### src/include/sdfc_pkg.sv
// constants, types and register map of the serial converter frame control
package sdfc_pkg;

  // frame layout
  localparam int FRAME_BITS = 24;
  localparam int CNT_W = 5;
  localparam int CODE_W = 16;
  localparam int CODE_MSB = 15;
  localparam int MODE_HI_POS = 17;
  localparam int MODE_LO_POS = 16;
  localparam logic [CNT_W-1:0] LAST_BIT = CNT_W'(FRAME_BITS - 1);
  localparam logic [CODE_W-1:0] CODE_RESET = 16'h0000;

  // power-down exit timing
  localparam int CLK_PERIOD_NS = 25;
  localparam int EXIT_HI_NS = 2500;
  localparam int EXIT_LO_NS = 5000;
  localparam int WAKE_W = 8;
  localparam logic [WAKE_W-1:0] WAKE_HI_CYC = WAKE_W'(EXIT_HI_NS / CLK_PERIOD_NS);
  localparam logic [WAKE_W-1:0] WAKE_LO_CYC = WAKE_W'(EXIT_LO_NS / CLK_PERIOD_NS);

  // wishbone register map
  localparam int ADDR_W = 8;
  localparam int DATA_W = 32;
  localparam int STAT_CNT_W = 8;
  localparam logic [ADDR_W-1:0] REG_CODE = 8'h00;
  localparam logic [ADDR_W-1:0] REG_MODE = 8'h04;
  localparam logic [ADDR_W-1:0] REG_CTRL = 8'h08;
  localparam logic [ADDR_W-1:0] REG_STAT = 8'h0C;
  localparam int MODE_LIVE_BIT = 2;
  localparam int CTRL_LOWSUP_BIT = 0;
  localparam int STAT_ACTIVE_BIT = 0;
  localparam int STAT_WAKE_BIT = 1;
  localparam int STAT_LOADED_BIT = 2;
  localparam int STAT_VALID_LSB = 8;
  localparam int STAT_ABORT_LSB = 16;

  typedef enum logic [1:0] {
    MODE_NORMAL = 2'b00,
    MODE_PD_1K = 2'b01,
    MODE_PD_100K = 2'b10,
    MODE_PD_HIZ = 2'b11
  } sdfc_mode_t;

  typedef enum logic [1:0] {
    ST_IDLE = 2'b00,
    ST_SHIFT = 2'b01,
    ST_HELD = 2'b10
  } sdfc_state_t;

  typedef struct packed {
    sdfc_state_t st;
    logic [FRAME_BITS-1:0] shift;
    logic [CNT_W-1:0] bitCnt;
    logic [CODE_W-1:0] code;
    sdfc_mode_t mode;
    logic loaded;
    logic frameDone;
    logic [WAKE_W-1:0] wakeCnt;
    logic lowSupply;
    logic [STAT_CNT_W-1:0] validCnt;
    logic [STAT_CNT_W-1:0] abortCnt;
    logic syncM;
    logic syncS;
    logic syncP;
    logic sclkM;
    logic sclkS;
    logic sclkP;
    logic dinM;
    logic dinS;
    logic ack;
    logic [DATA_W-1:0] rdData;
  } sdfc_regs_t;

  localparam sdfc_regs_t REGS_RESET = '0;

endpackage

### src/hdl/sdfc_top.sv
// frame receiver, mode decode and wishbone registers of the serial converter
`timescale 1ns/1ps
`default_nettype none
module sdfc_top
  import sdfc_pkg::*;
(
  // clock and reset
  input wire logic clk_sys,
  input wire logic reset_n,
  // serial link pins
  input wire logic frameSyncN,
  input wire logic serClk,
  input wire logic serDin,
  // wishbone slave
  input wire logic wb_cyc_i,
  input wire logic wb_stb_i,
  input wire logic wb_we_i,
  input wire logic [ADDR_W-1:0] wb_adr_i,
  input wire logic [DATA_W-1:0] wb_dat_i,
  input wire logic [3:0] wb_sel_i,
  output logic [DATA_W-1:0] wb_dat_o,
  output logic wb_ack_o,
  // analog section controls
  output logic [CODE_W-1:0] dacCode,
  output logic pwr_mode_hi,
  output logic pwr_mode_lo,
  output logic linearOn,
  output logic ampConnect,
  output logic term1k,
  output logic term100k,
  output logic outputLive
);

  sdfc_regs_t s_q;
  sdfc_regs_t s_d;
  logic syncRise;
  logic syncFall;
  logic sclkFall;
  logic commit;
  logic abortFrame;
  logic wakeStart;
  logic busReq;
  logic [FRAME_BITS-1:0] nxtShift;
  logic [DATA_W-1:0] rdMux;
  sdfc_mode_t newMode;

  // edges seen on the second and third sampling stages
  assign syncRise = s_q.syncS & ~s_q.syncP;
  assign syncFall = ~s_q.syncS & s_q.syncP;
  assign sclkFall = ~s_q.sclkS & s_q.sclkP;
  assign busReq = wb_cyc_i & wb_stb_i;
  assign nxtShift = {s_q.shift[FRAME_BITS-2:0], s_q.dinS};
  assign newMode = sdfc_mode_t'(nxtShift[MODE_HI_POS:MODE_LO_POS]);

  // read mux
  always_comb begin
    rdMux = '0;
    case (wb_adr_i)
      REG_CODE: begin
        rdMux[CODE_W-1:0] = s_q.code;
      end
      REG_MODE: begin
        rdMux[1:0] = s_q.mode;
        rdMux[MODE_LIVE_BIT] = outputLive;
      end
      REG_CTRL: begin
        rdMux[CTRL_LOWSUP_BIT] = s_q.lowSupply;
      end
      REG_STAT: begin
        rdMux[STAT_ACTIVE_BIT] = (s_q.st == ST_SHIFT);
        rdMux[STAT_WAKE_BIT] = (s_q.wakeCnt != '0);
        rdMux[STAT_LOADED_BIT] = s_q.loaded;
        rdMux[STAT_VALID_LSB +: STAT_CNT_W] = s_q.validCnt;
        rdMux[STAT_ABORT_LSB +: STAT_CNT_W] = s_q.abortCnt;
      end
      default: begin
        rdMux = '0;
      end
    endcase
  end

  // next state
  always_comb begin
    s_d = s_q;
    commit = 1'b0;
    abortFrame = 1'b0;
    wakeStart = 1'b0;
    // three-stage sampling of sync and clock, two-stage of data
    s_d.syncM = frameSyncN;
    s_d.syncS = s_q.syncM;
    s_d.syncP = s_q.syncS;
    s_d.sclkM = serClk;
    s_d.sclkS = s_q.sclkM;
    s_d.sclkP = s_q.sclkS;
    s_d.dinM = serDin;
    s_d.dinS = s_q.dinM;
    s_d.frameDone = 1'b0;
    // frame receiver
    case (s_q.st)
      ST_IDLE, ST_HELD: begin
        if (syncFall) begin
          s_d.st = ST_SHIFT;
          s_d.shift = '0;
          s_d.bitCnt = '0;
        end else if (syncRise) begin
          s_d.st = ST_IDLE;
        end
      end
      ST_SHIFT: begin
        if (syncRise) begin
          abortFrame = 1'b1;
          s_d.st = ST_IDLE;
          s_d.shift = '0;
          s_d.bitCnt = '0;
          s_d.abortCnt = s_q.abortCnt + 8'h01;
        end else if (sclkFall) begin
          s_d.shift = nxtShift;
          if (s_q.bitCnt == LAST_BIT) begin
            commit = 1'b1;
            s_d.st = ST_HELD;
            s_d.bitCnt = '0;
          end else begin
            s_d.bitCnt = s_q.bitCnt + 5'h01;
          end
        end
      end
      default: begin
        s_d.st = ST_IDLE;
      end
    endcase
    // frame execution
    if (commit) begin
      s_d.code = nxtShift[CODE_MSB:0];
      s_d.mode = newMode;
      s_d.loaded = 1'b1;
      s_d.frameDone = 1'b1;
      s_d.validCnt = s_q.validCnt + 8'h01;
    end
    // power-down exit delay
    if (commit && newMode != MODE_NORMAL) begin
      s_d.wakeCnt = '0;
    end else if (commit && s_q.mode != MODE_NORMAL) begin
      wakeStart = 1'b1;
      s_d.wakeCnt = s_q.lowSupply ? WAKE_LO_CYC : WAKE_HI_CYC;
    end else if (s_q.wakeCnt != '0) begin
      s_d.wakeCnt = s_q.wakeCnt - 8'h01;
    end
    // wishbone slave, one wait state
    s_d.ack = busReq & ~s_q.ack;
    if (busReq && !s_q.ack) begin
      s_d.rdData = rdMux;
    end
    if (busReq && s_q.ack && wb_we_i && wb_sel_i[0] && wb_adr_i == REG_CTRL) begin
      s_d.lowSupply = wb_dat_i[CTRL_LOWSUP_BIT];
    end
  end

  always_ff @(posedge clk_sys) begin
    if (!reset_n) begin
      s_q <= REGS_RESET;
    end else begin
      s_q <= s_d;
    end
  end

  // outputs
  assign wb_dat_o = s_q.rdData;
  assign wb_ack_o = s_q.ack;
  assign dacCode = s_q.code;
  assign pwr_mode_hi = s_q.mode[1];
  assign pwr_mode_lo = s_q.mode[0];
  assign linearOn = (s_q.mode == MODE_NORMAL);
  assign ampConnect = linearOn;
  assign term1k = (s_q.mode == MODE_PD_1K);
  assign term100k = (s_q.mode == MODE_PD_100K);
  assign outputLive = linearOn && (s_q.wakeCnt == '0);

  // checks
  localparam int WakeHiDly = 100;
  localparam int WakeLoDly = 200;
endmodule
`default_nettype wire

### config.mk
export PLATFORM = sky130hd
export DESIGN_NAME = sdfc_top
export DESIGN_NICKNAME = d
export VERILOG_FILES = /design/src/include/sdfc_pkg.sv /design/src/hdl/sdfc_top.sv
export SDC_FILE = /design/constraint.sdc
export NUM_CORES = 1
export LEC_CHECK = 0
export BUFFER_PORTS_ARGS = -buffer_cell sky130_fd_sc_hd__buf_2
export CAP_MARGIN = 20
export CORE_ASPECT_RATIO = 2
export CORE_MARGIN = 5
export CORE_UTILIZATION = 54
export DETAILED_ROUTE_END_ITERATION = 10
export GPL_TIMING_DRIVEN = 0
export PLACE_DENSITY_LB_ADDON = 0.15
export SYNTH_ARGS = -nofsm -noshare
export SYNTH_HDL_FRONTEND = slang
export SYNTH_SLANG_ARGS = --single-unit
### constraint.sdc
create_clock -name clk_sys -period 2.45 [get_ports clk_sys]
set_input_delay 0.49 -clock clk_sys [delete_from_list [all_inputs] [get_ports clk_sys]]
set_output_delay 0.49 -clock clk_sys [all_outputs]
set_load 0.01 [all_outputs]
==> impl_results.md <==
* Run status: finished, final reports clean
* Routability cong. at 0.8565
* Buffer cell driving the clock tree root: sky130_fd_sc_hd__clkbuf_16
* Gate Count Post-Synth at 521
* Placed Area at 0.005036 mm^2
* Largest area contributor in the synthesized netlist: sky130_fd_sc_hd__dfxtp_1
* Power Dens Cells at 628.4 mW/mm^2
* Setup Total Neg Slack at 0 ns
* Antenna diodes at 0
* Delay-heaviest family, CP: simple AND/OR/NAND/NOR gates
* Remaining DRCs at 0
* Finished Core Util at 64.24%
* Critical path depth in cells at 4
* Starting density of the core at 55.08%
* Register cell area after layout at 0.002022 mm^2
* Clock slew seen by the registers of the worst setup and hold paths at 0.07 ns
* Post-synthesis async set-or-reset flop share at 0%
* Clock tree from TritonCTS: done
* Buffer levels on the longest clock path at 2
* Clock Latency Late Sink at 0.34 ns
* Reg-to-reg critical path startpoint: s_q[38]
* Final hold violation count at 0
* Number of global-route vias before repair at 3644
* Leakage power of the design at 0.002207 uW
* Number of cell instances on the worst register-to-register path at 9
* Leading post-synthesis cells by cell area: sky130_fd_sc_hd__dfxtp_1 44%, sky130_fd_sc_hd__buf_4 8.2%, sky130_fd_sc_hd__a21boi_0 6.2%, sky130_fd_sc_hd__nand2_1 5.9%, sky130_fd_sc_hd__nand3_1 3.3%
* Worst hold path type: in2reg
* Post-Syn Area per Cell at 8.766 um^2
* Total of flip-flops plus latches after synthesis at 101
* Required arrival time at the worst endpoint at 1.96 ns
* Via count of the routed design at 3759
* Register area share after synthesis at 44.27%
* Net count of the finished layout at 661
* Total global-route track usage at 21.63%
* Worst clock skew on the final layout at 0.006558 ns
* Number of iterations in the first detailed-routing pass at 4
* End of the worst register-to-register path: dacCode[14]
* Setup slack at placement at 0.1763 ns
* Maximum fanout encountered on the critical timing path at 6
* Setup crit start kind: flip-flop
* Slew Limit Headroom at 57.03%
* Synthesis warning total at 0
* H-tree Lvls at 3
* GRT overflow at 0
* Layout area overhead at 16.63%
* Origin of the worst setup path: s_q[60]
* Unique cell type count in the Yosys netlist at 47
* Nature of the critical path endpoint: output port
* Top Ports at 108
* Transition time of the tightest slew-check pin at 0.6431 ns
* Number of rows created at floorplan at 47
* Violation count after the first detailed-routing iteration at 213
* Unrepaired setup endpoints after global routing: false
* Fraction of layout instances using a drive strength above 1 at 24.01%
* Number of buffers and inverters on the critical path at 1
* Hold buffer count at CTS at 0
* Total CTS buffers at 9
* Detailed placement HPWL at 8320 um
* Area share of the largest cell type after synthesis at 44.27%
* Area enclosed by the die boundary at 0.01051 mm^2
* Final setup vio count at 0
* WS Path Type: reg2out
* Min Tclk post-route at 2.250 ns
* Termination of the worst setup path: outputLive
* Maximum vdd ir drop at 0.4844 mV
* Largest net degree at the start of global routing at 16
* Post-route setup slack at 0.2004 ns
* Worst setup slack for register-to-register paths at 0.27 ns
* Peak Freq at 0.4445 GHz
* Area occupied by multi-input gates at 0.002076 mm^2
* Number of slew-limit violations in the final report at 0
* Chip height at 140.1 um
* Std-Cell Core Area at 0.008292 mm^2
* Max incr delay on CP at 0.36 ns
* Number of buffer cells added on primary ports at 64
* Post-synth EDFFs at 0
* Remaining antenna violation count after routing at 0
* First-pass GRT wire length at 17460 um
* Filler Cells Inserted at 772
* Chip width at 75.03 um
* Via count normalized by instance count at 5.324
* Area of all placed cells without fillers at 0.005326 mm^2
* Worst path arrival time at 1.76 ns
* Post-detailed-route wirelength per cell at 15.23 um
* Slowest cell on the critical path: sky130_fd_sc_hd__dfxtp_1
* Number of antenna violations at the first check in global routing at 0
* Maxcap violations at 0
* Tcrit/Tclk final at 91.82%
* Wirelength, routed at 10750 um
* Cell breakdown of the critical path: nor4_2, nand3_1, nor3_2, buf_2
* Total standard cell area after synthesis at 0.004567 mm^2
* Most used flip-flop cell after synthesis: sky130_fd_sc_hd__dfxtp_1
* Sink Count at 101
logic make-up (layout without fill, tap and decap cells):
| group | after synthesis | count (layout) | synth area share (%) |
|---|---|---|---|
| xor gates and xnor gates | 16 | 16 | 3.068 |
| muxes | 3 | 3 | 0.9315 |
| AOI/OAI and AO/OA | 100 | 100 | 15.32 |
| DFF | 101 | 101 | 44.27 |
| adders and majority gates | 6 | 6 | 1.644 |
| other | 1 | 8 | 0.08211 |
| and+or+nand+nor | 211 | 211 | 23.59 |
| buffers and inverters | 83 | 163 | 11.10 |
metal layers:
layer | GRT usage, % | wire length, um | up-vias | part of all wire (%)
li1 | - | - | 1889 | -
met1 | 22.63 | 3919 | 1761 | 36
met2 | 39.88 | 6075 | 92 | 56
met3 | 4.663 | 524 | 17 | 4.9
met4 | 8.349 | 235 | 0 | 2.2
met5 | 0 | 0 | - | 0
power breakdown:
| part | switching, uW | internal [uW] |
|---|---|---|
| clock network | 584 | 739 |
| logic | 187 | 144 |
| registers | 22.8 | 1670 |
| total | 794 | 2550 |
worst register-to-register path, delay by kind of cell (launching register included):
family	cells	cell delay (ns)
AO/OA/AOI/OAI	1	0.07
adder cells (fa/ha/maj)	1	0.25
buffers and inverters	4	0.63
flip-flops	1	0.33
AND/OR/NAND/NOR	3	0.80
final cells by class:
| cell class | instances | area share (%) |
|---|---|---|
| inverter | 6 | 0.4228 |
| sequential | 101 | 37.96 |
| tap | 98 | 2.302 |
| multi-input combinational | 344 | 38.97 |
| clock buffer | 12 | 4.816 |
| clock inverter | 4 | 0.4228 |
| buffer | 77 | 9.091 |
| timing repair buffer | 64 | 6.014 |
registers in the layout (all words and copies together) (netlist names):
| signal | count |
|---|---|
| dacCode | 16 |
| newMode | 2 |
| nxtShift | 16 |
| pwr_mode_hi | 1 |
| pwr_mode_lo | 1 |
| s_d | 5 |
| s_q | 35 |
| wb_ack_o | 1 |
| wb_dat_o | 24 |
placed cells by master (no fill, tap or decap), types with 11 or more instances in the layout:
cell type                  instances
sky130_fd_sc_hd__buf_4            50
sky130_fd_sc_hd__o21ai_0          15
sky130_fd_sc_hd__a21boi_0         38
sky130_fd_sc_hd__xnor2_1          11
sky130_fd_sc_hd__nor2_1           23
sky130_fd_sc_hd__and2_1           21
sky130_fd_sc_hd__clkbuf_1         22
sky130_fd_sc_hd__nor2b_1          22
sky130_fd_sc_hd__dfxtp_1         101
sky130_fd_sc_hd__buf_2            70
sky130_fd_sc_hd__nand2_1          72
sky130_fd_sc_hd__nand3_1          30
sky130_fd_sc_hd__a22oi_1          15
cells in the mapped netlist, types with 2 or more instances:
cell / number
sky130_fd_sc_hd__or3_1: 2
sky130_fd_sc_hd__nor3_1: 7
sky130_fd_sc_hd__nand4b_1: 2
sky130_fd_sc_hd__buf_2: 6
sky130_fd_sc_hd__mux2i_1: 2
sky130_fd_sc_hd__ha_1: 6
sky130_fd_sc_hd__nand4_1: 4
sky130_fd_sc_hd__or4_1: 4
sky130_fd_sc_hd__and3_1: 5
sky130_fd_sc_hd__a221oi_1: 8
sky130_fd_sc_hd__and2_1: 21
sky130_fd_sc_hd__a22oi_1: 15
sky130_fd_sc_hd__nor2_1: 23
sky130_fd_sc_hd__nand3_1: 30
sky130_fd_sc_hd__nand3b_1: 2
sky130_fd_sc_hd__xnor2_1: 11
sky130_fd_sc_hd__a21boi_0: 38
sky130_fd_sc_hd__o21ai_0: 15
sky130_fd_sc_hd__buf_4: 50
sky130_fd_sc_hd__xor2_1: 5
sky130_fd_sc_hd__inv_1: 6
sky130_fd_sc_hd__o21a_1: 5
sky130_fd_sc_hd__nor4_1: 3
sky130_fd_sc_hd__nand2b_1: 5
sky130_fd_sc_hd__nand2_1: 72
sky130_fd_sc_hd__a21oi_1: 9
sky130_fd_sc_hd__a21boi_1: 4
sky130_fd_sc_hd__nor2b_1: 22
sky130_fd_sc_hd__clkbuf_1: 21
sky130_fd_sc_hd__dfxtp_1: 101
worst min-delay path by stage:
stage               start     endpoint  slack (ns)  cells after the start
2_1_floorplan     s_d[33]  nxtShift[0]        0.41                      1
6_report       frameSyncN      s_d[39]        0.35                      2
3_3_place_gp      s_d[39]      s_d[38]        0.41                      1
4_1_cts        frameSyncN      s_d[39]        0.34                      2
5_1_grt        frameSyncN      s_d[39]        0.35                      2
3_5_place_dp      s_d[39]      s_d[38]        0.42                      1
per-stage QoR:
step	hold slack, ns	instances	power (uW)
after floorplan	0.4119	528	1960
after global placement	0.4144	690	2045
after detailed placement	0.4225	690	2052
after CTS	0.3411	706	3371
after global routing	0.3517	706	3495
final	0.3513	706	3347
what timing repair did:
action,4_1_cts,5_1_grt
setup buffers,0,0
endpoints found under the setup margin,1,1
pin swaps,1,0
gates cloned,0,0
gates resized for setup,0,2
Note: power is estimated with default switching activity, not from simulation.
